$ cat src/fecmd_pkg.sv
// shared constants, tables and state types for the serial flash command ends
// assumes: both ends run on one 25 MHz system clock with synchronous reset
`default_nettype none
package fecmd_pkg;
  // ****************
  // command codes
  // ****************
  localparam logic [7:0] OPC_WRITE_ENABLE = 8'h06;
  localparam logic [7:0] OPC_ERASE_A      = 8'h60;
  localparam logic [7:0] OPC_ERASE_B      = 8'hC7;
  localparam logic [7:0] OPC_MAKER_DEV    = 8'h90;
  localparam logic [7:0] OPC_IDENT        = 8'h9F;
  localparam logic [7:0] OPC_UNIQUE       = 8'h4B;
  localparam logic [7:0] OPC_PARAM        = 8'h5A;
  localparam logic [7:0] OPC_STATUS       = 8'h05;
  // ****************
  // frame geometry
  // ****************
  localparam int OPC_BITS    = 8;
  localparam int ADDR_BITS   = 24;
  localparam int UID_DUMMY   = 4;
  localparam int PARAM_DUMMY = 8;
  localparam int BYTE_LAST   = 7;
  localparam int IDENT_BYTES = 3;
  localparam logic [23:0] SWAP_ADDR = 24'h000001;
  localparam int STAT_WIP_BIT = 0;
  localparam int STAT_WEL_BIT = 1;
  localparam logic [7:0] FILL_BYTE = 8'hFF;
  // ****************
  // parameter tables
  // ****************
  localparam int PARAM_HDR_LEN = 24;
  localparam int PARAM_VID_IDX = 16;
  localparam logic [7:0] PARAM_HDR [PARAM_HDR_LEN] = '{
    8'h53, 8'h46, 8'h44, 8'h50, 8'h02, 8'h01, 8'h01, 8'hFF,
    8'h00, 8'h02, 8'h01, 8'h09, 8'h30, 8'h00, 8'h00, 8'hFF,
    8'h00, 8'h02, 8'h01, 8'h03, 8'h60, 8'h00, 8'h00, 8'hFF};
  localparam logic [7:0] PARAM_BASIC_BASE = 8'h30;
  localparam int PARAM_BASIC_LEN = 12;
  localparam logic [7:0] PARAM_BASIC [PARAM_BASIC_LEN] = '{
    8'hE5, 8'h20, 8'h91, 8'hFF, 8'hFF, 8'hFF, 8'h3F, 8'h00,
    8'h00, 8'hFF, 8'h00, 8'hFF};
  // ****************
  // controller registers
  // ****************
  localparam logic [7:0] REG_CMD  = 8'h00;
  localparam logic [7:0] REG_ADDR = 8'h04;
  localparam logic [7:0] REG_STAT = 8'h08;
  localparam logic [7:0] REG_RXD  = 8'h0C;
  localparam int CMD_OP_LSB  = 0;
  localparam int CMD_AEN_BIT = 8;
  localparam int CMD_DUM_LSB = 12;
  localparam int CMD_RXB_LSB = 16;
  localparam int HALF_MIN    = 6;
  // ****************
  // state types
  // ****************
  typedef enum logic [2:0] {
    DS_IDLE  = 3'b000,
    DS_OPC   = 3'b001,
    DS_HOLD  = 3'b010,
    DS_ADDR  = 3'b011,
    DS_DUMMY = 3'b100,
    DS_OUT   = 3'b101,
    DS_SKIP  = 3'b110
  } fecmd_dstate_t;
  typedef enum logic [2:0] {
    SRC_STAT  = 3'b000,
    SRC_MDID  = 3'b001,
    SRC_IDENT = 3'b010,
    SRC_UID   = 3'b011,
    SRC_PARAM = 3'b100
  } fecmd_src_t;
  typedef enum logic [1:0] {
    HS_IDLE = 2'b00,
    HS_RUN  = 2'b01,
    HS_END  = 2'b10,
    HS_GAP  = 2'b11
  } fecmd_hstate_t;
endpackage : fecmd_pkg
`default_nettype wire

$ cat src/fecmd_if.sv
// serial link between flash device end and host controller end
// assumes: the bench resolves nothing; every wire has one driver
`timescale 1ns/1ps
`default_nettype none
interface fecmd_if;
  logic sclk;
  logic cs_n;
  logic si;
  logic so;
  modport dev_mp  (input sclk, input cs_n, input si, output so);
  modport host_mp (output sclk, output cs_n, output si, input so);
endinterface : fecmd_if
`default_nettype wire

$ cat src/fecmd_sync.sv
// two-stage synchroniser for signals from another clock domain
// assumes: inputs are levels that stay put for several clocks
`timescale 1ns/1ps
`default_nettype none
module fecmd_sync #(
  parameter int W = 1
) (
  // clock and reset
  input  wire logic         clk_in,
  input  wire logic         rst_n_in,
  // data
  input  wire logic [W-1:0] d_in,
  output logic      [W-1:0] q_out
);
  typedef struct packed {
    logic [W-1:0] s1;
    logic [W-1:0] s2;
  } fecmd_sync_t;
  fecmd_sync_t q, d;
  if (W < 1) begin : g_chk
    $error("fecmd_sync: W must be at least 1");
  end
  always_comb begin
    d    = q;
    d.s1 = d_in;
    d.s2 = q.s1;
  end
  always_ff @(posedge clk_in) begin
    if (!rst_n_in) begin
      q <= '0;
    end else begin
      q <= d;
    end
  end
  assign q_out = q.s2;
endmodule : fecmd_sync
`default_nettype wire

$ cat src/fecmd_dev.sv
// flash device end: erase, identification and parameter table commands
// assumes: SPI mode 0 or 3 on the link, link pins slower than MCLK_IN / 6
//
// Operation
// [RQ1] erase opcodes need write enable latch set
// [RQ2] erase only if select rises after opcode
// [RQ3] erase starts at select rise, flag busy
// [RQ4] latch cleared before erase finishes
// [RQ5] erase refused when any protect bit set
// [RQ6] address zero: maker then device identity
// [RQ7] address one: device identity first
// [RQ8] identification: maker, type, capacity bytes
// [RQ9] identification: 24 bits on falling edges
// [RQ10] identification read ignored while busy
// [RQ11] select rise ends read, back to standby
// [RQ12] unique number after four dummy clocks
// [RQ13] unique number fixed, never alterable
// [RQ14] parameter table opcode returns table bytes
// [RQ15] bytes 0-3 hold signature, LSB first
// [RQ16] header revision, count, unused bytes FF
// [RQ17] first header: standard table, nine dwords
// [RQ18] second header: vendor table, three dwords
// [RQ19] byte 30 E5, byte 31 erase opcode
// [RQ20] byte 32 91, byte 33 FF
// [RQ21] bytes 34-37 density as highest bit
// [RQ22] quad descriptors zero waits, opcode FF
// [RQ23] table read: address, eight dummies, stream
`timescale 1ns/1ps
`default_nettype none
module fecmd_dev
  import fecmd_pkg::*;
#(
  parameter int           ERASE_CYC = 2000,
  parameter logic [7:0]   MAKER_ID  = 8'hA5,           // arbitrary value
  parameter logic [7:0]   DEVICE_ID = 8'h12,           // arbitrary value
  parameter logic [7:0]   MEM_TYPE  = 8'h40,           // arbitrary value
  parameter logic [7:0]   MEM_CAP   = 8'h13,           // arbitrary value
  parameter logic [127:0] UNIQUE_ID = 128'h0123456789ABCDEF_FEDCBA9876543210 // arbitrary value
) (
  // clock and reset
  input  wire logic       MCLK_IN,
  input  wire logic       RESETN_IN,
  // serial link
  fecmd_if.dev_mp         SPI,
  // protection and status
  input  wire logic [2:0] BP_IN,
  output logic            WIP_OUT,
  output logic            WEL_OUT
);
  localparam int ERW = $clog2(ERASE_CYC + 1);

  if (ERASE_CYC < 2) begin : g_chk
    $error("fecmd_dev: ERASE_CYC must be at least 2");
  end

  // ****************
  // state
  // ****************
  typedef struct packed {
    fecmd_dstate_t  st;
    fecmd_src_t     src;
    logic [7:0]     opc;
    logic [4:0]     cnt;
    logic [23:0]    addr;
    logic [2:0]     bit_i;
    logic           so;
    logic           write_enable_latch;
    logic           write_in_progress;
    logic [ERW-1:0] tmr;
    logic           sclk_p;
    logic           cs_p;
  } fecmd_dev_st_t;

  fecmd_dev_st_t q, d;
  logic [2:0]    pins_s;
  logic          sclk_s;
  logic          cs_s;
  logic          si_s;
  logic          rise;
  logic          fall;
  logic          cs_fall;
  logic [7:0]    nopc;
  logic [23:0]   naddr;
  logic [7:0]    obyte;

  // ****************
  // pin synchroniser
  // ****************
  fecmd_sync #(.W(3)) u_sync (
    .clk_in   (MCLK_IN),
    .rst_n_in (RESETN_IN),
    .d_in     ({SPI.sclk, SPI.cs_n, SPI.si}),
    .q_out    (pins_s)
  );
  assign sclk_s = pins_s[2];
  assign cs_s   = pins_s[1];
  assign si_s   = pins_s[0];

  // ****************
  // output byte lookup
  // ****************
  function automatic logic [7:0] param_byte(input logic [23:0] a);
    logic [7:0] b;
    b = FILL_BYTE;
    if (a < 24'(PARAM_HDR_LEN)) begin
      b = PARAM_HDR[a[4:0]];                           // RQ15 RQ16 RQ17
      if (a == 24'(PARAM_VID_IDX)) begin
        b = MAKER_ID;                                  // RQ18
      end
    end else if (a >= 24'(PARAM_BASIC_BASE) &&
                 a < 24'(PARAM_BASIC_BASE) + 24'(PARAM_BASIC_LEN)) begin
      b = PARAM_BASIC[4'(a - 24'(PARAM_BASIC_BASE))];  // RQ19 RQ20 RQ21 RQ22
    end
    return b;
  endfunction : param_byte

  function automatic logic [7:0] out_byte(input fecmd_src_t s, input logic [23:0] a,
                                          input logic write_in_progress, input logic write_enable_latch);
    logic [7:0] b;
    b = FILL_BYTE;
    case (s)
      SRC_STAT: begin
        b = '0;
        b[STAT_WIP_BIT] = write_in_progress;                         // RQ3
        b[STAT_WEL_BIT] = write_enable_latch;
      end
      SRC_MDID: begin
        b = a[0] ? DEVICE_ID : MAKER_ID;               // RQ6 RQ7
      end
      SRC_IDENT: begin
        if (a == 24'h000000) begin
          b = MAKER_ID;                                // RQ8
        end else if (a == 24'h000001) begin
          b = MEM_TYPE;
        end else if (a < 24'(IDENT_BYTES)) begin
          b = MEM_CAP;
        end
      end
      SRC_UID: begin
        b = UNIQUE_ID[8 * (15 - int'(a[3:0])) +: 8];   // RQ12 RQ13
      end
      SRC_PARAM: begin
        b = param_byte(a);                             // RQ14
      end
      default: begin
        b = FILL_BYTE;
      end
    endcase
    return b;
  endfunction : out_byte

  // ****************
  // next state
  // ****************
  assign rise    = sclk_s & ~q.sclk_p;
  assign fall    = ~sclk_s & q.sclk_p;
  assign cs_fall = ~cs_s & q.cs_p;
  assign nopc    = {q.opc[6:0], si_s};
  assign naddr   = {q.addr[22:0], si_s};
  assign obyte   = out_byte(q.src, q.addr, q.write_in_progress, q.write_enable_latch);

  always_comb begin
    d        = q;
    d.sclk_p = sclk_s;
    d.cs_p   = cs_s;
    // self-timed erase
    if (q.write_in_progress) begin
      d.tmr = q.tmr - ERW'(1);
      if (q.tmr == ERW'(1)) begin
        d.write_in_progress = 1'b0;                                  // RQ3
      end
    end
    if (cs_s) begin
      // deselected: single-byte commands act now
      if (!q.cs_p && q.st == DS_HOLD) begin
        case (q.opc)
          OPC_WRITE_ENABLE: begin
            if (!q.write_in_progress) begin
              d.write_enable_latch = 1'b1;
            end
          end
          OPC_ERASE_A, OPC_ERASE_B: begin
            if (q.write_enable_latch && !q.write_in_progress && BP_IN == 3'h0) begin   // RQ1 RQ5
              d.write_in_progress = 1'b1;                              // RQ3
              d.tmr = ERW'(ERASE_CYC);
              d.write_enable_latch = 1'b0;                              // RQ4
            end
          end
          default: begin
          end
        endcase
      end
      d.st    = DS_IDLE;                               // RQ11
      d.so    = 1'b0;
      d.bit_i = '0;
    end else if (cs_fall) begin
      d.st  = DS_OPC;
      d.cnt = '0;
    end else if (rise) begin
      case (q.st)
        DS_OPC: begin
          d.opc = nopc;
          d.cnt = q.cnt + 5'h01;
          if (q.cnt == 5'(OPC_BITS - 1)) begin
            d.cnt   = '0;
            d.addr  = '0;
            d.bit_i = '0;
            if (q.write_in_progress && nopc != OPC_STATUS) begin
              d.st = DS_SKIP;                          // RQ10
            end else begin
              case (nopc)
                OPC_WRITE_ENABLE, OPC_ERASE_A, OPC_ERASE_B: begin
                  d.st = DS_HOLD;
                end
                OPC_STATUS: begin
                  d.st  = DS_OUT;
                  d.src = SRC_STAT;
                end
                OPC_IDENT: begin
                  d.st  = DS_OUT;                      // RQ9
                  d.src = SRC_IDENT;
                end
                OPC_MAKER_DEV: begin
                  d.st  = DS_ADDR;
                  d.src = SRC_MDID;
                end
                OPC_UNIQUE: begin
                  d.st  = DS_DUMMY;
                  d.src = SRC_UID;
                end
                OPC_PARAM: begin
                  d.st  = DS_ADDR;                     // RQ23
                  d.src = SRC_PARAM;
                end
                default: begin
                  d.st = DS_SKIP;
                end
              endcase
            end
          end
        end
        DS_HOLD: begin
          d.st = DS_SKIP;                              // RQ2
        end
        DS_ADDR: begin
          d.addr = naddr;
          d.cnt  = q.cnt + 5'h01;
          if (q.cnt == 5'(ADDR_BITS - 1)) begin
            d.cnt = '0;
            if (q.src == SRC_PARAM) begin
              d.st = DS_DUMMY;                         // RQ23
            end else begin
              d.st   = DS_OUT;
              d.addr = (naddr == SWAP_ADDR) ? 24'h000001 : 24'h000000;  // RQ7
            end
          end
        end
        DS_DUMMY: begin
          d.cnt = q.cnt + 5'h01;
          if ((q.src == SRC_UID && q.cnt == 5'(UID_DUMMY - 1)) ||
              (q.src == SRC_PARAM && q.cnt == 5'(PARAM_DUMMY - 1))) begin
            d.st = DS_OUT;                             // RQ12 RQ23
          end
        end
        default: begin
        end
      endcase
    end else if (fall && q.st == DS_OUT) begin
      d.so    = obyte[3'(BYTE_LAST) - q.bit_i];        // RQ6 RQ9
      d.bit_i = q.bit_i + 3'h1;
      if (q.bit_i == 3'(BYTE_LAST)) begin
        d.addr = q.addr + 24'h000001;                  // RQ23
      end
    end
  end

  always_ff @(posedge MCLK_IN) begin
    if (!RESETN_IN) begin
      q <= '0;
    end else begin
      q <= d;
    end
  end

  // ****************
  // outputs
  // ****************
  assign SPI.so  = q.so;
  assign WIP_OUT = q.write_in_progress;
  assign WEL_OUT = q.write_enable_latch;
endmodule : fecmd_dev
`default_nettype wire

$ cat src/flat_wrapper.sv
// flat-port wrapper written by rule: the top's interface ports become plain ports
module fecmd_dev_flat import fecmd_pkg::*;
#(
  parameter int           ERASE_CYC = 2000,
  parameter logic [7:0]   MAKER_ID  = 8'hA5,                             
  parameter logic [7:0]   DEVICE_ID = 8'h12,                             
  parameter logic [7:0]   MEM_TYPE  = 8'h40,                             
  parameter logic [7:0]   MEM_CAP   = 8'h13,                             
  parameter logic [127:0] UNIQUE_ID = 128'h0123456789ABCDEF_FEDCBA9876543210                   
)
  (MCLK_IN, RESETN_IN, BP_IN, WIP_OUT, WEL_OUT, SPI_sclk, SPI_cs_n, SPI_si, SPI_so);
  fecmd_if SPI_i ();
  input  wire logic MCLK_IN;
  input  wire logic RESETN_IN;
  input  wire logic [2:0] BP_IN;
  output logic WIP_OUT;
  output logic WEL_OUT;
  input wire logic [$bits(SPI_i.sclk)-1:0] SPI_sclk;
  input wire logic [$bits(SPI_i.cs_n)-1:0] SPI_cs_n;
  input wire logic [$bits(SPI_i.si)-1:0] SPI_si;
  output wire logic [$bits(SPI_i.so)-1:0] SPI_so;
  assign SPI_i.sclk = SPI_sclk;
  assign SPI_i.cs_n = SPI_cs_n;
  assign SPI_i.si = SPI_si;
  assign SPI_so = SPI_i.so;
  fecmd_dev #(.ERASE_CYC(ERASE_CYC), .MAKER_ID(MAKER_ID), .DEVICE_ID(DEVICE_ID), .MEM_TYPE(MEM_TYPE), .MEM_CAP(MEM_CAP), .UNIQUE_ID(UNIQUE_ID)) u_core (.MCLK_IN(MCLK_IN), .RESETN_IN(RESETN_IN), .SPI(SPI_i), .BP_IN(BP_IN), .WIP_OUT(WIP_OUT), .WEL_OUT(WEL_OUT));
endmodule
$ cat config.mk
export PLATFORM = sky130hd
export DESIGN_NAME = fecmd_dev_flat
export DESIGN_NICKNAME = d
export VERILOG_FILES = /design/src/fecmd_pkg.sv /design/src/fecmd_if.sv /design/src/fecmd_sync.sv /design/src/fecmd_dev.sv /design/src/flat_wrapper.sv
export SDC_FILE = /design/constraint.sdc
export NUM_CORES = 1
export LEC_CHECK = 0
export BUFFER_PORTS_ARGS = -buffer_cell sky130_fd_sc_hd__buf_4
export CORE_MARGIN = 3
export CORE_UTILIZATION = 50
export DETAILED_ROUTE_END_ITERATION = 12
export PLACE_DENSITY_LB_ADDON = 0.05
export SLEW_MARGIN = 20
export SYNTH_ARGS = -nofsm -noshare
export SYNTH_HDL_FRONTEND = slang
export SYNTH_HIERARCHICAL = 1
export SYNTH_SLANG_ARGS = --single-unit
$ cat constraint.sdc
create_clock -name MCLK_IN -period 2.8 [get_ports MCLK_IN]
set_input_delay 0.56 -clock MCLK_IN [delete_from_list [all_inputs] [get_ports MCLK_IN]]
set_output_delay 0.56 -clock MCLK_IN [all_outputs]
set_load 0.01 [all_outputs]
==> results.md, run 1 <==
- P_int: 1320 uW
- Sequential area share after synthesis: 0.286
- Die height: 104 um
- Static Leak: 0.00169 uW
- Setup ws final: 387 ps
- CTS H-tree depth: 3
- Die footprint: 0.0107 sq mm
- Postcts setup bufs: 0
- CTS Hold Bufs: 0
- Root Buffer: clkbuf_8
- Initial antenna violation count: 0
- Sw frac: 0.227
- Rel. slew slack: 0.542
- Synthesis-stage register bit count: 68
- Final Cycle Share: 0.862
- Minimum clock period: 2410 ps
- CP Class: reg -> reg
- Share of the synthesized area in the top cell type: 0.286
- Synthesis warning total: 6
- Final nets: 649
- Core area: 0.00898 sq mm
- Power density cells: 338 mW/mm^2
- Sequential power share: 0.572
- Detailed placement HPWL: 8490 um
- Net switching power: 388 uW
- I/O pin count: 11
- CP Launch Type: register
- Dpl ws: 420 ps
- Post-synth EDFFs: 0
- Crit path DAT: 2650 ps
- Post-synth top area cell: dfxtp_1
- Initial drt markers: 408
- Hold Slack: 423 ps
- Fraction of power consumed by the clock network: 0.402
- Ys flop type: dfxtp_1
- Setup TNS: 0 ps
- Final setup viols: 0
- CTS buffer count: 9
- Async SR Flop Fraction: 0
- Worst-path clk slew: 70 ps
- Clock Skew: 4.84 ps
- CTS tree: built
- Fin. max-slew vios: 0
- Share of cells above drive strength 1: 0.0874
- Vias/cell: 6.19
- Post-Syn Instances: 639
- PortBufs: 10
- Commonest cells in the synthesized netlist: 68 x dfxtp_1, 67 x nand2_1, 49 x a21oi_1, 48 x o21ai_0, 46 x nor2_1
- Synth cell types: 74
- Rows: 34
- Gr ovfl total: 0
- Largest net degree at the start of global routing: 42
- Starting density of the core: 0.530
- GRT Util Overall: 0.224
- Worst skew pair latency: 340 ps
- CP required: 3030 ps
- Final antenna-violating net count: 0
- Worst slew pin tran: 687 ps
- Top-count cell post-synth: dfxtp_1
- First-pass DRT Iterations: 5
- Final count of hold timing violations: 0
- Die W: 104 um
- Clk buf depth: 2
- Worst vdd ir: 233 uV
- Vias in the first global route: 4242
- Worst hold path class: in -> reg
- Synthesized area: 0.00476 sq mm
- Top post-synthesis cells by area: dfxtp_1 29%, nand2_1 5.3%, a21oi_1 5.2%
- Crit. End Element: register
- Pwr Total: 1710 uW
- N_diodes: 0
- Via count: 4677
- WL per Instance: 16.1 um
- Unrepaired setup endpoints after global routing: no
- DRT Wirelength: 12100 um
- Final Util: 0.565
- Post-Syn Nets: 662
- DRC viols: 0
- Max Cap Viol: 0
- Status: finished clean
- Crit path max fanout: 20
- Gate power share: 0.027
- Layout overhead on the synthesized area: 6.44%
- First-pass GRT wire length: 20500 um
- F_max: 0.414 GHz
- GP Congestion: 0.897
- Num Clock Sinks: 68
- Post_cts resized: 0
- Syn Area/Cell: 7.45 sq um
-- through the flow --
stage | cells | cell area, sq um
finish | 755 | 5070
global route | 755 | 5070
CTS | 755 | 5070
detailed placement | 741 | 4910
global placement | 741 | 4910
floorplan | 639 | 4760
-- critical path, stage by stage (launching register included) --
cell and delay (ps):
dfxtp_1 360, ha_1 290, and4bb_2 350, o2111ai_1 180
a211o_1 620, a21oi_1 230, o22ai_1 100, and2_1 180
-- layout by cell type (no fill, tap or decap), types with 11 or more instances in the layout --
cell type,n
nor4_1,11
a21boi_0,24
o21ai_0,48
and2_1,21
nand2_1,67
buf_4,25
ha_1,15
a21oi_1,49
nand3_1,19
dfxtp_1,68
nor2b_1,11
inv_1,22
nor2_1,46
nor3_1,24
-- area by class of cell --
cell class                 count  area [sq um]
fill                         850          3910
multi-input combinational    500          3120
sequential                    68          1360
timing repair buffer          25           188
tap                          126           158
clock buffer                  11           141
inverter                      22          82.6
clock inverter                 3          15.0
-- logic make-up (layout without fill, tap and decap cells) --
kind of cell    count (synthesis)  after routing  share of synthesized area
xor+xnor                       14             14                     0.0258
buf+inv                        71             61                     0.0594
fa+ha+maj                      15             15                     0.0394
flops                          68             68                      0.286
simple gates                  261            261                      0.296
mux                             8              8                     0.0171
compound gates                202            202                      0.276
-- power by group through the flow --
stage	clock, uW	combinational (uW)	sequential, uW
after CTS	714	46.6	978
final	687	45.8	979
after detailed placement	0	46.5	1000
after global placement	0	46.4	1000
after floorplan	0	32.4	996
after global routing	764	51.2	979
-- layer usage --
| metal | up-vias | wire length [um] | share of wire | GRT usage |
|---|---|---|---|---|
| li1 | 2299 | - | - | - |
| met1 | 2244 | 5630 | 0.46 | 0.291 |
| met2 | 114 | 5820 | 0.48 | 0.373 |
| met3 | 20 | 465 | 0.038 | 0.0354 |
| met4 | 0 | 224 | 0.018 | 0.0883 |
| met5 | - | 0 | 0 | 0 |
-- flip-flops by register name, indices dropped and copies added (netlist names) --
register / flops
u_core/WEL_OUT: 1
u_core/u_sync/d: 3
u_core/nopc: 7
u_core/q: 29
u_core/SPI.so: 1
u_core/WIP_OUT: 1
u_core/u_sync/q_out: 3
u_core/naddr: 23
-- worst paths after layout --
path / start / to / slack, ps / cells past startpoint
worst min-delay path: SPI_sclk / u_core/u_sync/d[2] / 420 / 2
worst max register to register: u_core/q[43] / u_core/naddr[5] / 390 / 7
worst min register to register: u_core/u_sync/d[1] / u_core/u_sync/q_out[1] / 430 / 1
worst max-delay path: u_core/q[43] / u_core/naddr[5] / 390 / 7
Power figures use the tool's default switching activity.
==> inputs of run 2 (changes only) <==
- RECOVER_POWER: unset -> 50
- SETUP_SLACK_MARGIN: unset -> 0.5
==> run 2 against run 1 <==
Clock power up 4.5%. Die area is the same. Clock skew increased by 1.1 ps. Hold slack improved by 6.3 ps. Worst setup slack improved by 180 ps. Cell area is 3.0% higher. Flip-flop and latch count unchanged. Final cell count grew 1.1%. Routed wire length up 1.8%. Fmax up 7.9%. Critical endpoint is now u_core/q[56].
==> results.md, run 2 (synthesis gave the netlist of run 1 again) <==
- Hold Crit Depth: 2 (unchanged)
- Die footprint: 0.0107 sq mm (unchanged)
- Clk buf depth: 2 (unchanged)
- Worst slew pin tran: 751 ps (was 687 ps)
- Final Cycle Share: 0.798 (was 0.862)
- Vias in the first global route: 4280 (was 4242)
- Gr ovfl total: 0 (unchanged)
- Worst R2R Setup Slack: 560 ps (was 390 ps)
- N_diodes: 0 (unchanged)
- Fin area: 0.00522 sq mm (was 0.00507 sq mm)
- Status: finished clean (unchanged)
- Setup TNS: 0 ps (unchanged)
- Share of cells above drive strength 1: 0.116 (was 0.0874)
- Clock Skew: 5.93 ps (was 4.84 ps)
- Final count of hold timing violations: 0 (unchanged)
- Worst-path clk slew: 70 ps (about the same)
- Max reg flops: 29 (unchanged)
- CTS tree: built (unchanged)
- Crit path max fanout: 7 (was 20)
- Rel. slew slack: 0.499 (was 0.542)
- Max Cap Viol: 0 (unchanged)
- Top reg by flops: u_core/q (unchanged)
- Worst skew pair latency: 330 ps (was 340 ps)
- Die W: 104 um (unchanged)
- Vias/cell: 6.16 (was 6.19)
- First-pass GRT wire length: 20600 um (was 20500 um)
- Via count: 4699 (was 4677)
- CP Launch Type: register (unchanged)
- Rows: 34 (unchanged)
- Detailed placement HPWL: 8530 um (was 8490 um)
- Power density cells: 333 mW/mm^2 (was 338 mW/mm^2)
- CP Class: reg -> reg (unchanged)
- CTS buffer count: 9 (unchanged)
- Initial drt markers: 326 (was 408)
- I/O pin count: 11 (unchanged)
- Initial antenna violation count: 0 (unchanged)
- Unrepaired setup endpoints after global routing: yes (was no)
- Final setup viols: 0 (unchanged)
- CP required: 3070 ps (was 3030 ps)
- Worst vdd ir: 201 uV (was 233 uV)
- Minimum clock period: 2240 ps (was 2410 ps)
- Hold wc startpoint: SPI_cs_n (was SPI_sclk)
- Starting density of the core: 0.530 (unchanged)
- Final std cells w/o fill: 763 (was 755)
- Pwr Total: 1740 uW (was 1710 uW)
- WHS Endpoint: u_core/u_sync/d[1] (was u_core/u_sync/d[2])
- Most common cell after layout, fill and taps aside: nand2_1 (was dfxtp_1)
- CTS H-tree depth: 3 (unchanged)
- Core area: 0.00898 sq mm (unchanged)
- Commonest cells after routing, fill and taps aside: 67 x nand2_1, 59 x dfxtp_1, 49 x a21oi_1 (was 68 x dfxtp_1, 67 x nand2_1, 49 x a21oi_1)
- CTS Hold Bufs: 0 (unchanged)
- Crit path DAT: 2500 ps (was 2650 ps)
- PortBufs: 10 (unchanged)
- Num Clock Sinks: 68 (unchanged)
- Worst hold path class: in -> reg (unchanged)
- Root Buffer: clkbuf_8 (unchanged)
- Largest net degree at the start of global routing: 42 (unchanged)
- Placement Cell Area: 0.00491 sq mm (unchanged)
- Crit. End Element: register (unchanged)
- Static Leak: 0.00174 uW (was 0.00169 uW)
- Layout overhead on the synthesized area: 9.62% (was 6.44%)
- GP Congestion: 0.897 (about the same)
- RR Endpoint: u_core/q[56] (was u_core/naddr[5])
- DRT Wirelength: 12400 um (was 12100 um)
- Die height: 104 um (unchanged)
- Placed cells: 741 (unchanged)
- GRT Util Overall: 0.225 (was 0.224)
- Fin. max-slew vios: 0 (unchanged)
- F_max: 0.447 GHz (was 0.414 GHz)
- DRC viols: 0 (unchanged)
- FF-to-FF path depth: 7 (unchanged)
- Final nets: 656 (was 649)
- Final antenna-violating net count: 0 (unchanged)
- First-pass DRT Iterations: 5 (unchanged)
- WL per Instance: 16.2 um (was 16.1 um)
- FF-to-FF Start: u_core/nopc[7] (was u_core/q[43])
## run 2: worst max path at each step
stage / startpoint / to / slack (ps) / cells past startpoint
after floorplan: u_core/nopc[7] / u_core/q[56] / 490 / 8
after CTS: u_core/nopc[5] / u_core/q[59] / 490 / 7
after global routing: u_core/q[60] / u_core/naddr[21] / 430 / 7
after detailed placement: u_core/naddr[2] / u_core/naddr[23] / 390 / 8
after global placement: u_core/q[43] / u_core/naddr[5] / 470 / 7
final: u_core/nopc[7] / u_core/q[56] / 560 / 7
## run 2: critical path, stage by stage, from the launching register on
cell     delay, ps
dfxtp_4        370
or4_4          510
or4b_4         510
nand2_4        100
nand3_4         80
a31oi_4        180
mux2_4         320
nor2b_1        100
## run 2: where the power goes
part / total, uW / switching, uW / internal [uW]
combinational: 45.6 / 25.7 / 19.9
sequential: 977 / 6.55 / 970
clock: 718 / 355 / 363
## run 2: layout make-up
type	count	area, sq um
fill	847	3760
clock buffer	13	159
sequential	68	1380
clock inverter	2	10.0
tap	126	158
multi-input combinational	500	3210
timing repair buffer	32	223
inverter	22	82.6
## run 2: through the flow
step / hold WS, ps / worst slack (ps) / util
5_1_grt: 427 / 430 / 0.581
3_3_place_gp: 418 / 467 / 0.547
3_5_place_dp: 430 / 394 / 0.547
2_1_floorplan: 412 / 487 / -
6_report: 430 / 565 / 0.581
4_1_cts: 414 / 491 / 0.570
## run 2: layer usage
metal  global-route usage  routed length, um  up-vias
met5                    0                  0        -
met4               0.0693                161        0
met3               0.0417                641       15
met2                0.380               5960      132
met1                0.292               5600     2232
li1                     -                  -     2320
## run 2: what timing repair did
| item | 4_1_cts | 5_1_grt |
|---|---|---|
| resized for setup | 7 | 25 |
| pin swaps | 1 | 3 |
| setup endpoints to repair | 6 | 23 |
| buffers inserted | 3 | 3 |
| gates cloned | 0 | 1 |
